--- config.mk ---
export PLATFORM = sky130hd
export DESIGN_NAME = rgbp_core
export DESIGN_NICKNAME = d
export VERILOG_FILES = /design/src/rtl/rgbp_pkg.sv /design/src/rtl/rgbp_core.sv
export SDC_FILE = /design/constraint.sdc
export NUM_CORES = 1
export LEC_CHECK = 0
export BUFFER_PORTS_ARGS = -buffer_cell sky130_fd_sc_hd__buf_2
export CORE_MARGIN = 2
export CORE_UTILIZATION = 25
export CTS_CLUSTER_DIAMETER = 80
export DETAILED_ROUTE_END_ITERATION = 12
export PLACE_DENSITY = 0.41
export SLEW_MARGIN = 25
export SYNTH_ARGS = -nofsm -noshare
export SYNTH_HDL_FRONTEND = slang
export SYNTH_SLANG_ARGS = --single-unit
--- constraint.sdc ---
create_clock -name clock -period 10.2 [get_ports clock]
set_input_delay 2.55 -clock clock [delete_from_list [all_inputs] [get_ports clock]]
set_output_delay 2.55 -clock clock [all_outputs]
set_load 0.05 [all_outputs]
--- src/rtl/rgbp_pkg.sv ---
package rgbp_pkg;
  // ----------------------------------------------------------------
  // Register map
  // ----------------------------------------------------------------
  localparam logic [7:0] REG_COLOUR_FIRST    = 8'h00;
  localparam logic [7:0] REG_COLOUR_LAST     = 8'h0B;
  localparam logic [7:0] REG_AUDIO_LED_LEVEL = 8'h0C;
  localparam logic [7:0] REG_AUDIO_SYNC_CTRL = 8'h0D;
  localparam logic [7:0] REG_AUDIO_THRESHOLD = 8'h0E;
  localparam logic [7:0] REG_ENABLES         = 8'h11;
  localparam logic [7:0] REG_FREQ_SEL        = 8'h10;
  localparam logic [7:0] REG_STATUS          = 8'h14;
  localparam logic [7:0] REG_RESET_VAL       = 8'h00;

  // ----------------------------------------------------------------
  // Field positions
  // ----------------------------------------------------------------
  localparam int CUR_HI       = 7;
  localparam int CUR_LO       = 6;
  localparam int DUTY_HI      = 5;
  localparam int GAIN_HI      = 7;
  localparam int GAIN_LO      = 5;
  localparam int HPF_BIT      = 4;
  localparam int AGC_BIT      = 3;
  localparam int SYNC_BIT     = 2;
  localparam int SPEED_HI     = 1;
  localparam int THR_HI       = 3;
  localparam int ACTIVE_BIT   = 7;
  localparam int BOOST_BIT    = 6;
  localparam int FREQ_HI_BIT  = 4;
  localparam int FREQ_LO_BIT  = 3;

  // ----------------------------------------------------------------
  // Timing
  // ----------------------------------------------------------------
  localparam int  CLK_HZ        = 40_000_000;
  localparam int  PWM_SLOTS     = 63;
  localparam logic [5:0] SLOT_LAST = 6'h3E;
  localparam int  PWM_HZ_SLOW   = 9920;
  // Slot length at the slowest rate; faster codes divide it by 2 or 4
  localparam int  SLOT_CYCLES   = CLK_HZ / (PWM_HZ_SLOW * PWM_SLOTS);
  localparam int  SOFTSTART_MS  = 10;
  localparam int  SOFTSTART_CYC = CLK_HZ / 1000 * SOFTSTART_MS;
  localparam int  REFRESH_HZ_HI = 15;
  localparam int  REFRESH_CYC   = CLK_HZ / REFRESH_HZ_HI;
  localparam int  FAST_CYC      = 4096;
  localparam int  SET_STAGGER   = 16;
  localparam int  SETS          = 4;
  localparam int  OUTS          = 12;

  // High-pass shift per corner setting
  localparam int  HPF_SHIFT_LO  = 8;
  localparam int  HPF_SHIFT_HI  = 5;

  typedef enum logic [2:0] {
    RGBP_STANDBY = 3'b001,
    RGBP_SOFT    = 3'b010,
    RGBP_NORMAL  = 3'b100
  } rgbp_mode_type;
endpackage

--- src/rtl/rgbp_core.sv ---
// Implementation choice: the strobed register port.
`timescale 1ns/10ps
// Behaviour
// - Twelve outputs, each with 6-bit duty; on-fraction is duty/63.
// - Bits 7:6 select quarter, half, three-quarter or full current.
// - A colour set is active only while its own enable bit is one.
// - All colour outputs stay off while device-active is zero.
// - PWM rate select: 00 slowest, 01 double, 10 and 11 fourfold.
// - Red starts at slot 0, green centred, blue ends at last slot.
// - Each set's period start is offset from the other sets.
// - Left and right audio are summed into one signal path.
// - Audio LED brightness follows the peak detector after gain.
// - Audio control bits 7:5 select attenuation, 0 dB to -42 dB.
// - Audio control bit 4 picks the high-pass corner, 80 or 510 Hz.
// - Bit 3 enables automatic gain; else the manual gain applies.
// - Bit 2 enables audio synchronisation of the audio LED.
// - While synchronised, the host-written level byte is ignored.
// - Bits 1:0 select audio LED refresh: fastest, 15, 7.5, 3.75 Hz.
// - Threshold bits 3:0 set minimum level; zero disables it.
// - Audio LED driver enabled when synchronised or level nonzero.
// - Audio LED current is level/255 of full scale, linear.
// - Device-active low means standby; registers stay writable.
// - During boost soft-start all LED outputs are forced off.
// - Colour bytes at 00h-0Bh in R,G,B order per set; level at 0Ch.
module rgbp_core
  import rgbp_pkg::*;
#(
  parameter int SOFTSTART_CYCLES = SOFTSTART_CYC,
  parameter int REFRESH_CYCLES   = REFRESH_CYC
) (
  // Clock and reset
  input  wire logic        clock,
  input  wire logic        nrst,
  // Register port
  input  wire logic [7:0]  addr,
  input  wire logic [7:0]  wdata,
  input  wire logic        wr,
  input  wire logic        rd,
  output logic      [7:0]  rdata,
  // Audio samples from the converter, signed
  input  wire logic [11:0] audio_left,
  input  wire logic [11:0] audio_right,
  // Colour sinks: on level and current select
  output logic      [11:0] colour_on,
  output logic      [23:0] colour_cur_sel,
  // Audio LED
  output logic             audio_led_enable,
  output logic      [7:0]  audio_led_current
);
  import rgbp_pkg::*;

  // ----------------------------------------------------------------
  // Registers
  // ----------------------------------------------------------------
  logic [7:0]     colour_ctl [OUTS];
  logic [7:0]     audio_led_level;
  logic [7:0]     audio_sync_control;
  logic [7:0]     audio_threshold;
  logic [7:0]     enables;
  logic [7:0]     freq_sel;
  rgbp_mode_type  mode;
  logic [7:0]     rd_mux;

  always_ff @(posedge clock or negedge nrst) begin
    if (!nrst) begin
      for (int i = 0; i < OUTS; i++) colour_ctl[i] <= REG_RESET_VAL;
      audio_led_level    <= REG_RESET_VAL;
      audio_sync_control <= REG_RESET_VAL;
      audio_threshold    <= REG_RESET_VAL;
      enables            <= REG_RESET_VAL;
      freq_sel           <= REG_RESET_VAL;
    end else if (wr) begin
      // Writes accepted in every mode
      if (addr <= REG_COLOUR_LAST) begin
        colour_ctl[addr[3:0]] <= wdata;
      end
      unique case (addr)
        REG_AUDIO_LED_LEVEL: audio_led_level    <= wdata;
        REG_AUDIO_SYNC_CTRL: audio_sync_control <= wdata;
        REG_AUDIO_THRESHOLD: audio_threshold    <= wdata;
        REG_FREQ_SEL:        freq_sel           <= wdata;
        REG_ENABLES:         enables            <= wdata;
        default: ;
      endcase
    end
  end

  always_comb begin
    rd_mux = 8'h00;
    if (addr <= REG_COLOUR_LAST) rd_mux = colour_ctl[addr[3:0]];
    unique case (addr)
      REG_AUDIO_LED_LEVEL: rd_mux = audio_led_level;
      REG_AUDIO_SYNC_CTRL: rd_mux = audio_sync_control;
      REG_AUDIO_THRESHOLD: rd_mux = audio_threshold;
      REG_FREQ_SEL:        rd_mux = freq_sel;
      REG_ENABLES:         rd_mux = enables;
      REG_STATUS:          rd_mux = {5'h00, mode};
      default: ;
    endcase
  end

  // Idle read data is zero so a stale byte never looks valid
  always_ff @(posedge clock or negedge nrst) begin
    if (!nrst) rdata <= 8'h00;
    else if (rd) rdata <= rd_mux;
    else rdata <= 8'h00;
  end

  // ----------------------------------------------------------------
  // Mode: standby, boost soft-start, normal
  // ----------------------------------------------------------------
  logic [23:0] soft_cnt;
  logic        boost_prev;
  wire  active_bit = enables[ACTIVE_BIT];
  wire  boost_bit  = enables[BOOST_BIT];

  // Remember the boost bit so a later rising write restarts soft-start
  always_ff @(posedge clock or negedge nrst) begin
    if (!nrst) boost_prev <= 1'b0;
    else boost_prev <= boost_bit;
  end

  always_ff @(posedge clock or negedge nrst) begin
    if (!nrst) begin
      mode     <= RGBP_STANDBY;
      soft_cnt <= 24'h000000;
    end else begin
      unique case (mode)
        RGBP_STANDBY: if (active_bit) begin
          mode     <= boost_bit ? RGBP_SOFT : RGBP_NORMAL;
          soft_cnt <= 24'h000000;
        end
        RGBP_SOFT: begin
          soft_cnt <= soft_cnt + 24'h000001;
          if (!active_bit) mode <= RGBP_STANDBY;
          else if (soft_cnt == 24'(SOFTSTART_CYCLES - 1)) mode <= RGBP_NORMAL;
        end
        RGBP_NORMAL: begin
          soft_cnt <= 24'h000000;
          if (!active_bit) mode <= RGBP_STANDBY;
          else if (boost_bit && !boost_prev) mode <= RGBP_SOFT;
        end
      endcase
    end
  end

  // ----------------------------------------------------------------
  // PWM slot timing
  // ----------------------------------------------------------------
  logic [11:0] div_cnt;
  logic [11:0] div_top;
  logic [7:0]  slot;     // runs 0 to 62; sets are staggered by a per-set offset
  logic [1:0]  rate;

  assign rate = {freq_sel[FREQ_HI_BIT], freq_sel[FREQ_LO_BIT]};

  always_comb begin
    unique case (rate)
      2'b00:   div_top = 12'(SLOT_CYCLES - 1);
      2'b01:   div_top = 12'(SLOT_CYCLES / 2 - 1);
      default: div_top = 12'(SLOT_CYCLES / 4 - 1);
    endcase
  end

  always_ff @(posedge clock or negedge nrst) begin
    if (!nrst) begin
      div_cnt <= 12'h000;
      slot    <= 8'h00;
    end else if (div_cnt >= div_top) begin
      div_cnt <= 12'h000;
      slot    <= (slot[5:0] == SLOT_LAST) ? 8'h00 : slot + 8'h01;
    end else begin
      div_cnt <= div_cnt + 12'h001;
    end
  end

  wire slot_tick = (div_cnt >= div_top);

  // ----------------------------------------------------------------
  // Per-output pulse placement
  // ----------------------------------------------------------------
  logic [7:0] latched [OUTS];
  wire  run = (mode == RGBP_NORMAL) && active_bit;

  genvar g;
  generate
    for (g = 0; g < OUTS; g++) begin : g_out
      localparam int SET   = g / 3;
      localparam int COLOR = g % 3;
      logic [5:0] local_slot;
      logic [5:0] duty;
      logic [6:0] lo;
      logic [6:0] hi;
      logic       on;
      // Offset of each set's period start
      assign local_slot = 6'((32'(slot[5:0]) + PWM_SLOTS
                          - SET * SET_STAGGER) % PWM_SLOTS);
      assign duty = latched[g][DUTY_HI:0];
      always_comb begin
        unique case (COLOR)
          0: begin lo = 7'h00; hi = {1'b0, duty}; end
          1: begin
            lo = 7'((PWM_SLOTS - 32'(duty)) / 2);
            hi = 7'((PWM_SLOTS - 32'(duty)) / 2 + 32'(duty));
          end
          default: begin
            lo = 7'(PWM_SLOTS - 32'(duty));
            hi = 7'(PWM_SLOTS);
          end
        endcase
      end
      assign on = ({1'b0, local_slot} >= lo) && ({1'b0, local_slot} < hi);
      always_ff @(posedge clock or negedge nrst) begin
        if (!nrst) begin
          latched[g]            <= REG_RESET_VAL;
          colour_on[g]          <= 1'b0;
          colour_cur_sel[2*g+:2] <= 2'b00;
        end else begin
          if (slot_tick && local_slot == SLOT_LAST) latched[g] <= colour_ctl[g];
          colour_on[g] <= run && enables[SET] && on;
          colour_cur_sel[2*g+:2] <= latched[g][CUR_HI:CUR_LO];
        end
      end
    end
  endgenerate

  // ----------------------------------------------------------------
  // Audio path
  // ----------------------------------------------------------------
  logic signed [12:0] mixed;
  logic signed [19:0] hp_state;
  logic signed [13:0] hp_out;
  logic        [12:0] magnitude;
  logic        [12:0] gained;
  logic        [12:0] peak;
  logic        [2:0]  agc_gain;
  logic        [2:0]  gain_use;
  logic        [12:0] thr_level;
  logic        [7:0]  audio_val;
  logic        [24:0] refresh_cnt;
  logic        [24:0] refresh_top;
  wire  sync_on = audio_sync_control[SYNC_BIT];

  assign mixed = $signed({audio_left[11], audio_left})
               + $signed({audio_right[11], audio_right});
  assign hp_out = 14'(mixed - 13'(hp_state >>> 7));

  always_ff @(posedge clock or negedge nrst) begin
    if (!nrst) hp_state <= 20'h00000;
    else if (audio_sync_control[HPF_BIT])
      hp_state <= hp_state + 20'(hp_out >>> HPF_SHIFT_HI);
    else
      hp_state <= hp_state + 20'(hp_out >>> HPF_SHIFT_LO);
  end

  assign magnitude = hp_out[13] ? 13'(-hp_out) : 13'(hp_out);
  assign gain_use  = audio_sync_control[AGC_BIT] ? agc_gain
                   : audio_sync_control[GAIN_HI:GAIN_LO];
  assign gained    = magnitude >> gain_use;
  // Threshold steps of 16 counts; code zero leaves the gate open
  assign thr_level = 13'({audio_threshold[THR_HI:0], 4'h0});

  always_comb begin
    unique case (audio_sync_control[SPEED_HI:0])
      2'b00:   refresh_top = 25'(FAST_CYC - 1);
      2'b01:   refresh_top = 25'(REFRESH_CYCLES - 1);
      2'b10:   refresh_top = 25'(REFRESH_CYCLES * 2 - 1);
      default: refresh_top = 25'(REFRESH_CYCLES * 4 - 1);
    endcase
  end

  always_ff @(posedge clock or negedge nrst) begin
    if (!nrst) begin
      peak        <= 13'h0000;
      refresh_cnt <= 25'h0000000;
      agc_gain    <= 3'h0;
      audio_val   <= 8'h00;
    end else if (refresh_cnt >= refresh_top) begin
      refresh_cnt <= 25'h0000000;
      peak        <= 13'h0000;
      audio_val   <= (peak <= thr_level) ? 8'h00 : peak[11:4];
      // Automatic gain: back off on clipping, boost when quiet
      if (peak[12] && agc_gain != 3'h7) agc_gain <= agc_gain + 3'h1;
      else if (!peak[11] && agc_gain != 3'h0) agc_gain <= agc_gain - 3'h1;
    end else begin
      refresh_cnt <= refresh_cnt + 25'h0000001;
      if (gained > peak) peak <= gained;
    end
  end

  always_ff @(posedge clock or negedge nrst) begin
    if (!nrst) begin
      audio_led_enable  <= 1'b0;
      audio_led_current <= 8'h00;
    end else begin
      audio_led_enable  <= run && (sync_on || audio_led_level != 8'h00);
      if (!run) audio_led_current <= 8'h00;
      else audio_led_current <= sync_on ? audio_val : audio_led_level;
    end
  end

  // ----------------------------------------------------------------
  // Checks
  // ----------------------------------------------------------------
  a_standby_dark: assert property (@(posedge clock) disable iff (!nrst)
    !active_bit |=> ##1 colour_on == 12'h000) else $error("colour on in standby");
  a_set_gate: assert property (@(posedge clock) disable iff (!nrst)
    enables[3:0] == 4'h0 && $stable(enables) |=> colour_on == 12'h000)
    else $error("disabled set on");
  a_soft_dark: assert property (@(posedge clock) disable iff (!nrst)
    mode == RGBP_SOFT |=> audio_led_current == 8'h00) else $error("led in soft start");
  a_audio_led_enable: assert property (@(posedge clock) disable iff (!nrst)
    run && audio_led_level != 8'h00 |=> audio_led_enable) else $error("audio_led not enabled");
  a_audio_led_manual: assert property (@(posedge clock) disable iff (!nrst)
    run && !sync_on |=> audio_led_current == $past(audio_led_level))
    else $error("manual level wrong");
  a_slot_range: assert property (@(posedge clock) disable iff (!nrst)
    slot[5:0] <= SLOT_LAST) else $error("slot out of range");
  a_read_data: assert property (@(posedge clock) disable iff (!nrst)
    rd && addr == REG_AUDIO_LED_LEVEL && !wr |=> rdata == $past(audio_led_level))
    else $error("read data wrong");
  a_read_idle: assert property (@(posedge clock) disable iff (!nrst)
    !rd |=> rdata == 8'h00) else $error("rdata not idle");
  a_boost_restart: assert property (@(posedge clock) disable iff (!nrst)
    mode == RGBP_NORMAL && active_bit && boost_bit && !boost_prev
    |=> mode == RGBP_SOFT) else $error("boost restart missed");
  a_cur_follow: assert property (@(posedge clock) disable iff (!nrst)
    1'b1 |=> colour_cur_sel[1:0] == $past(latched[0][CUR_HI:CUR_LO]))
    else $error("current select wrong");
  // Watching output 0 alone keeps the latch check cheap
  a_latch_hold: assert property (@(posedge clock) disable iff (!nrst)
    !(slot_tick && g_out[0].local_slot == SLOT_LAST) |=> $stable(latched[0]))
    else $error("duty changed mid period");
  c_normal: cover property (@(posedge clock) disable iff (!nrst) mode == RGBP_NORMAL);
  c_soft: cover property (@(posedge clock) disable iff (!nrst) mode == RGBP_SOFT);
  c_red_on: cover property (@(posedge clock) disable iff (!nrst) colour_on[0]);
  c_sync: cover property (@(posedge clock) disable iff (!nrst) sync_on && audio_led_current != 8'h00);
  c_boost_restart: cover property (@(posedge clock) disable iff (!nrst)
    mode == RGBP_NORMAL && boost_bit && !boost_prev);
endmodule

==> impl_metrics.py <==
metrics = {
    "placed_design": {
        "place_ws_ns": 0.261,
        "hpwl_um": 53900,
        "dpl_cell_area_um2": 28500,
        "io_buffers": 96,
        "place.gp.congestion": 0.843,
    },
    "sta": {
        "whs_ns": 0.380,
        "fin_crit_sh": 0.921,
        "setup_tns_ns": 0,
        "setup_slack_ns": 0.808,
        "drv_slew": 0,
        "worstMarginPinSlew_ns": 0.995,
        "rsz0062_at_grt": "false",
        "clock_skew_ns": 0.0231,
        "hold_viol": 0,
        "relSlewSlack": 0.334,
        "min_period_ns": 9.39,
        "finalSetupViolCount": 0,
        "fmax_mhz": 106,
    },
    "floorplan": {
        "rows": 119,
        "die_w_um": 329,
        "die_y_um": 329,
        "dieArea_um2": 108000,
        "ios": 97,
        "core_um2": 105000,
        "initial_core_util": 0.251,
    },
    "global_routing": {
        "grt_pass1_wl_um": 118000,
        "grt.total_usage": 0.136,
        "grtUsageMet3": 0.0199,
        "grt_use_met1": 0.187,
        "grt_use_met2": 0.222,
        "grt_max_degree": 161,
        "grt.busiest_layer": "met2",
        "grt_pass1_vias": 20200,
        "antenna_found_initial": 2,
        "gr-total-overflow": 0,
    },
    "setup_path": {
        "cp-start-kind": "flop",
        "reg2reg_from": "slot[1]$_DFFE_PN0N_",
        "rr_endpoint": "colour_on[10]$_DFF_PN0_",
        "critPathSlowestCell": "or4b_1",
        "critPathRequiredTime_ns": 10.67,
        "critPathLaunch": "slot[1]$_DFFE_PN0N_",
        "worstRegToRegCells": 37,
        "critPathMostFrequentCell": "ha_1",
        "max_stage_delay_ns": 0.52,
        "critical_path_arrival_ns": 9.86,
        "timing.setup.critical_path_class": "flop to flop",
        "r2r_setup_slack_ns": 0.81,
        "endpoint_kind": "flop",
        "crit_path_end": "colour_on[10]$_DFF_PN0_",
        "crit_path_max_fanout": 13,
    },
    "clock_tree": {
        "htreeDepth": 2,
        "clk_path_buf_depth": 3,
        "cts_root_buffer": "clkbuf_16",
        "clk_latency_ns": 0.60,
        "hold_buffers": 0,
        "cts.repair.resized": 0,
        "cts_made_buffers": 48,
        "clk_pin_slew_ns": 0.06,
        "cts_sinks": 400,
        "tritoncts": "built",
        "cts_setup_buffers": 0,
    },
    "routing": {
        "first_iter_violations": 1111,
        "dr.pass1.iters": 5,
        "ant_nets": 0,
        "via_count": 19400,
        "via_per_inst": 4.73,
        "wl_per_cell_um": 17.8,
        "wl_um": 73200,
        "post-route-drc-count": 0,
    },
    "yosys": {
        "synthArstFlopShare": 1.00,
        "synth_seq_cells": 400,
        "synth_edf_count": 0,
        "postSynthCellCount": 2578,
        "syn_avg_cell_area_um2": 10.2,
        "yosys_warnings": 0,
        "yosysSeqAreaShare": 0.379,
        "ys_types": 103,
        "ys.flop_type": "dfrtp_1",
        "netlist_area_um2": 26400,
    },
    "cells_and_area": {
        "fillers": 11000,
        "nNetsFinal": 2954,
        "syn2layout_area_growth_pct": 14.9,
        "layout_common_cells": "dfrtp_1 (399), mux2_2 (222), ha_1 (219)",
        "final_cell_area_um2": 30300,
        "drive_gt1_frac": 0.195,
        "final_common_cell": "dfrtp_1",
    },
    "worst_hold_path": {
        "hold_path.class": "flop to flop",
        "hold_depth": 0,
    },
    "run_status": {
        "status": "complete, no violations",
    },
    "run": {
        "cap_violations": 0,
    },
}
## per-layer routing
layer / wire (µm) / share of wire / up-vias
met4: 1830 / 0.025 / 4
met2: 33900 / 0.46 / 346
met1: 34700 / 0.47 / 9514
met3: 2640 / 0.036 / 95
li1: - / - / 9437
met5: 30 / 0.00041 / -
## registers in the layout, summed over array words and instances, names as in the netlist, 12 cells and up
register,count
soft_cnt,24
hp_state,20
g_out.duty,72
colour_cur_sel,24
div_cnt,12
refresh_cnt,25
peak,13
colour_on,12
latched,24
colour_ctl,96
## cell families (layout without fill, tap and decap cells)
family	Yosys count	in the layout	synth area share
simple gates	686	686	0.132
compound gates	501	501	0.127
flops	400	400	0.379
mux	313	313	0.145
buf+inv	277	403	0.0428
fa+ha+maj	243	243	0.120
xor+xnor	156	156	0.0529
other cells	2	10	0.000285
## how the worst min path moves through the flow
stage               slack [ns]                    start                            to
floorplan                 0.35  latched[54]$_DFFE_PN0P_  colour_cur_sel[10]$_DFF_PN0_
global placement          0.36  latched[62]$_DFFE_PN0P_   colour_cur_sel[8]$_DFF_PN0_
detailed placement        0.37  latched[95]$_DFFE_PN0P_   colour_cur_sel[1]$_DFF_PN0_
CTS                       0.38  latched[95]$_DFFE_PN0P_   colour_cur_sel[1]$_DFF_PN0_
global route              0.39  latched[62]$_DFFE_PN0P_   colour_cur_sel[8]$_DFF_PN0_
finish                    0.38  latched[62]$_DFFE_PN0P_   colour_cur_sel[8]$_DFF_PN0_
## worst max-delay path, delay by kind of cell, from the launching register on
family                     cells  cell delay (ns)
adders and majority gates      6             1.73
DFF                            1             0.47
and+or+nand+nor               14             3.33
AOI/OAI and AO/OA             12             2.69
xor gates and xnor gates       2             0.67
buffers and inverters          2             0.26
muxes                          1             0.13
## cell usage after synthesis (10+ instances only)
library cell / n / share of area
a211oi_1: 25 / 0.0071
a21o_1: 41 / 0.012
a21oi_1: 128 / 0.024
a22oi_1: 10 / 0.0028
a31oi_1: 19 / 0.0045
and2_1: 10 / 0.0024
and3_1: 29 / 0.0069
clkbuf_1: 68 / 0.0097
dfrtp_1: 399 / 0.38
fa_1: 19 / 0.014
ha_1: 219 / 0.10
inv_1: 181 / 0.026
mux2_2: 222 / 0.095
mux2_4: 20 / 0.011
mux2i_1: 46 / 0.017
mux4_2: 24 / 0.020
nand2_1: 134 / 0.019
nand2b_1: 35 / 0.0083
nand3_1: 63 / 0.012
nand4_1: 31 / 0.0073
nor2_1: 196 / 0.028
nor2b_1: 42 / 0.010
nor3_1: 52 / 0.0099
nor4_1: 17 / 0.0040
o21a_1: 22 / 0.0063
o21ai_0: 106 / 0.020
o21bai_1: 22 / 0.0063
o22ai_1: 22 / 0.0052
or3_1: 18 / 0.0043
xnor2_1: 102 / 0.034
xor2_1: 51 / 0.017
## stage by stage
stage / cells / util
4_1_cts: 4099 / 0.288
3_3_place_gp: 4012 / 0.272
6_report: 4103 / 0.289
2_1_floorplan: 2583 / -
5_1_grt: 4100 / 0.289
3_5_place_dp: 4012 / 0.272
## area by class of cell
| class | count | area (µm²) | share of cell area |
|---|---|---|---|
| Multi-Input combinational cell | 1906 | 15300 | 0.506 |
| Sequential cell | 400 | 10000 | 0.330 |
| Tap cell | 1391 | 1740 | 0.0574 |
| Clock buffer | 70 | 1410 | 0.0463 |
| Timing Repair Buffer | 132 | 806 | 0.0266 |
| Inverter | 184 | 691 | 0.0228 |
| Clock inverter | 17 | 330 | 0.0109 |
| Antenna cell | 3 | 7.51 | 0.000248 |
Power is left out: the tool's default activity adds up to more than one toggle a clock period on the data nets, which glitch-free logic cannot reach.
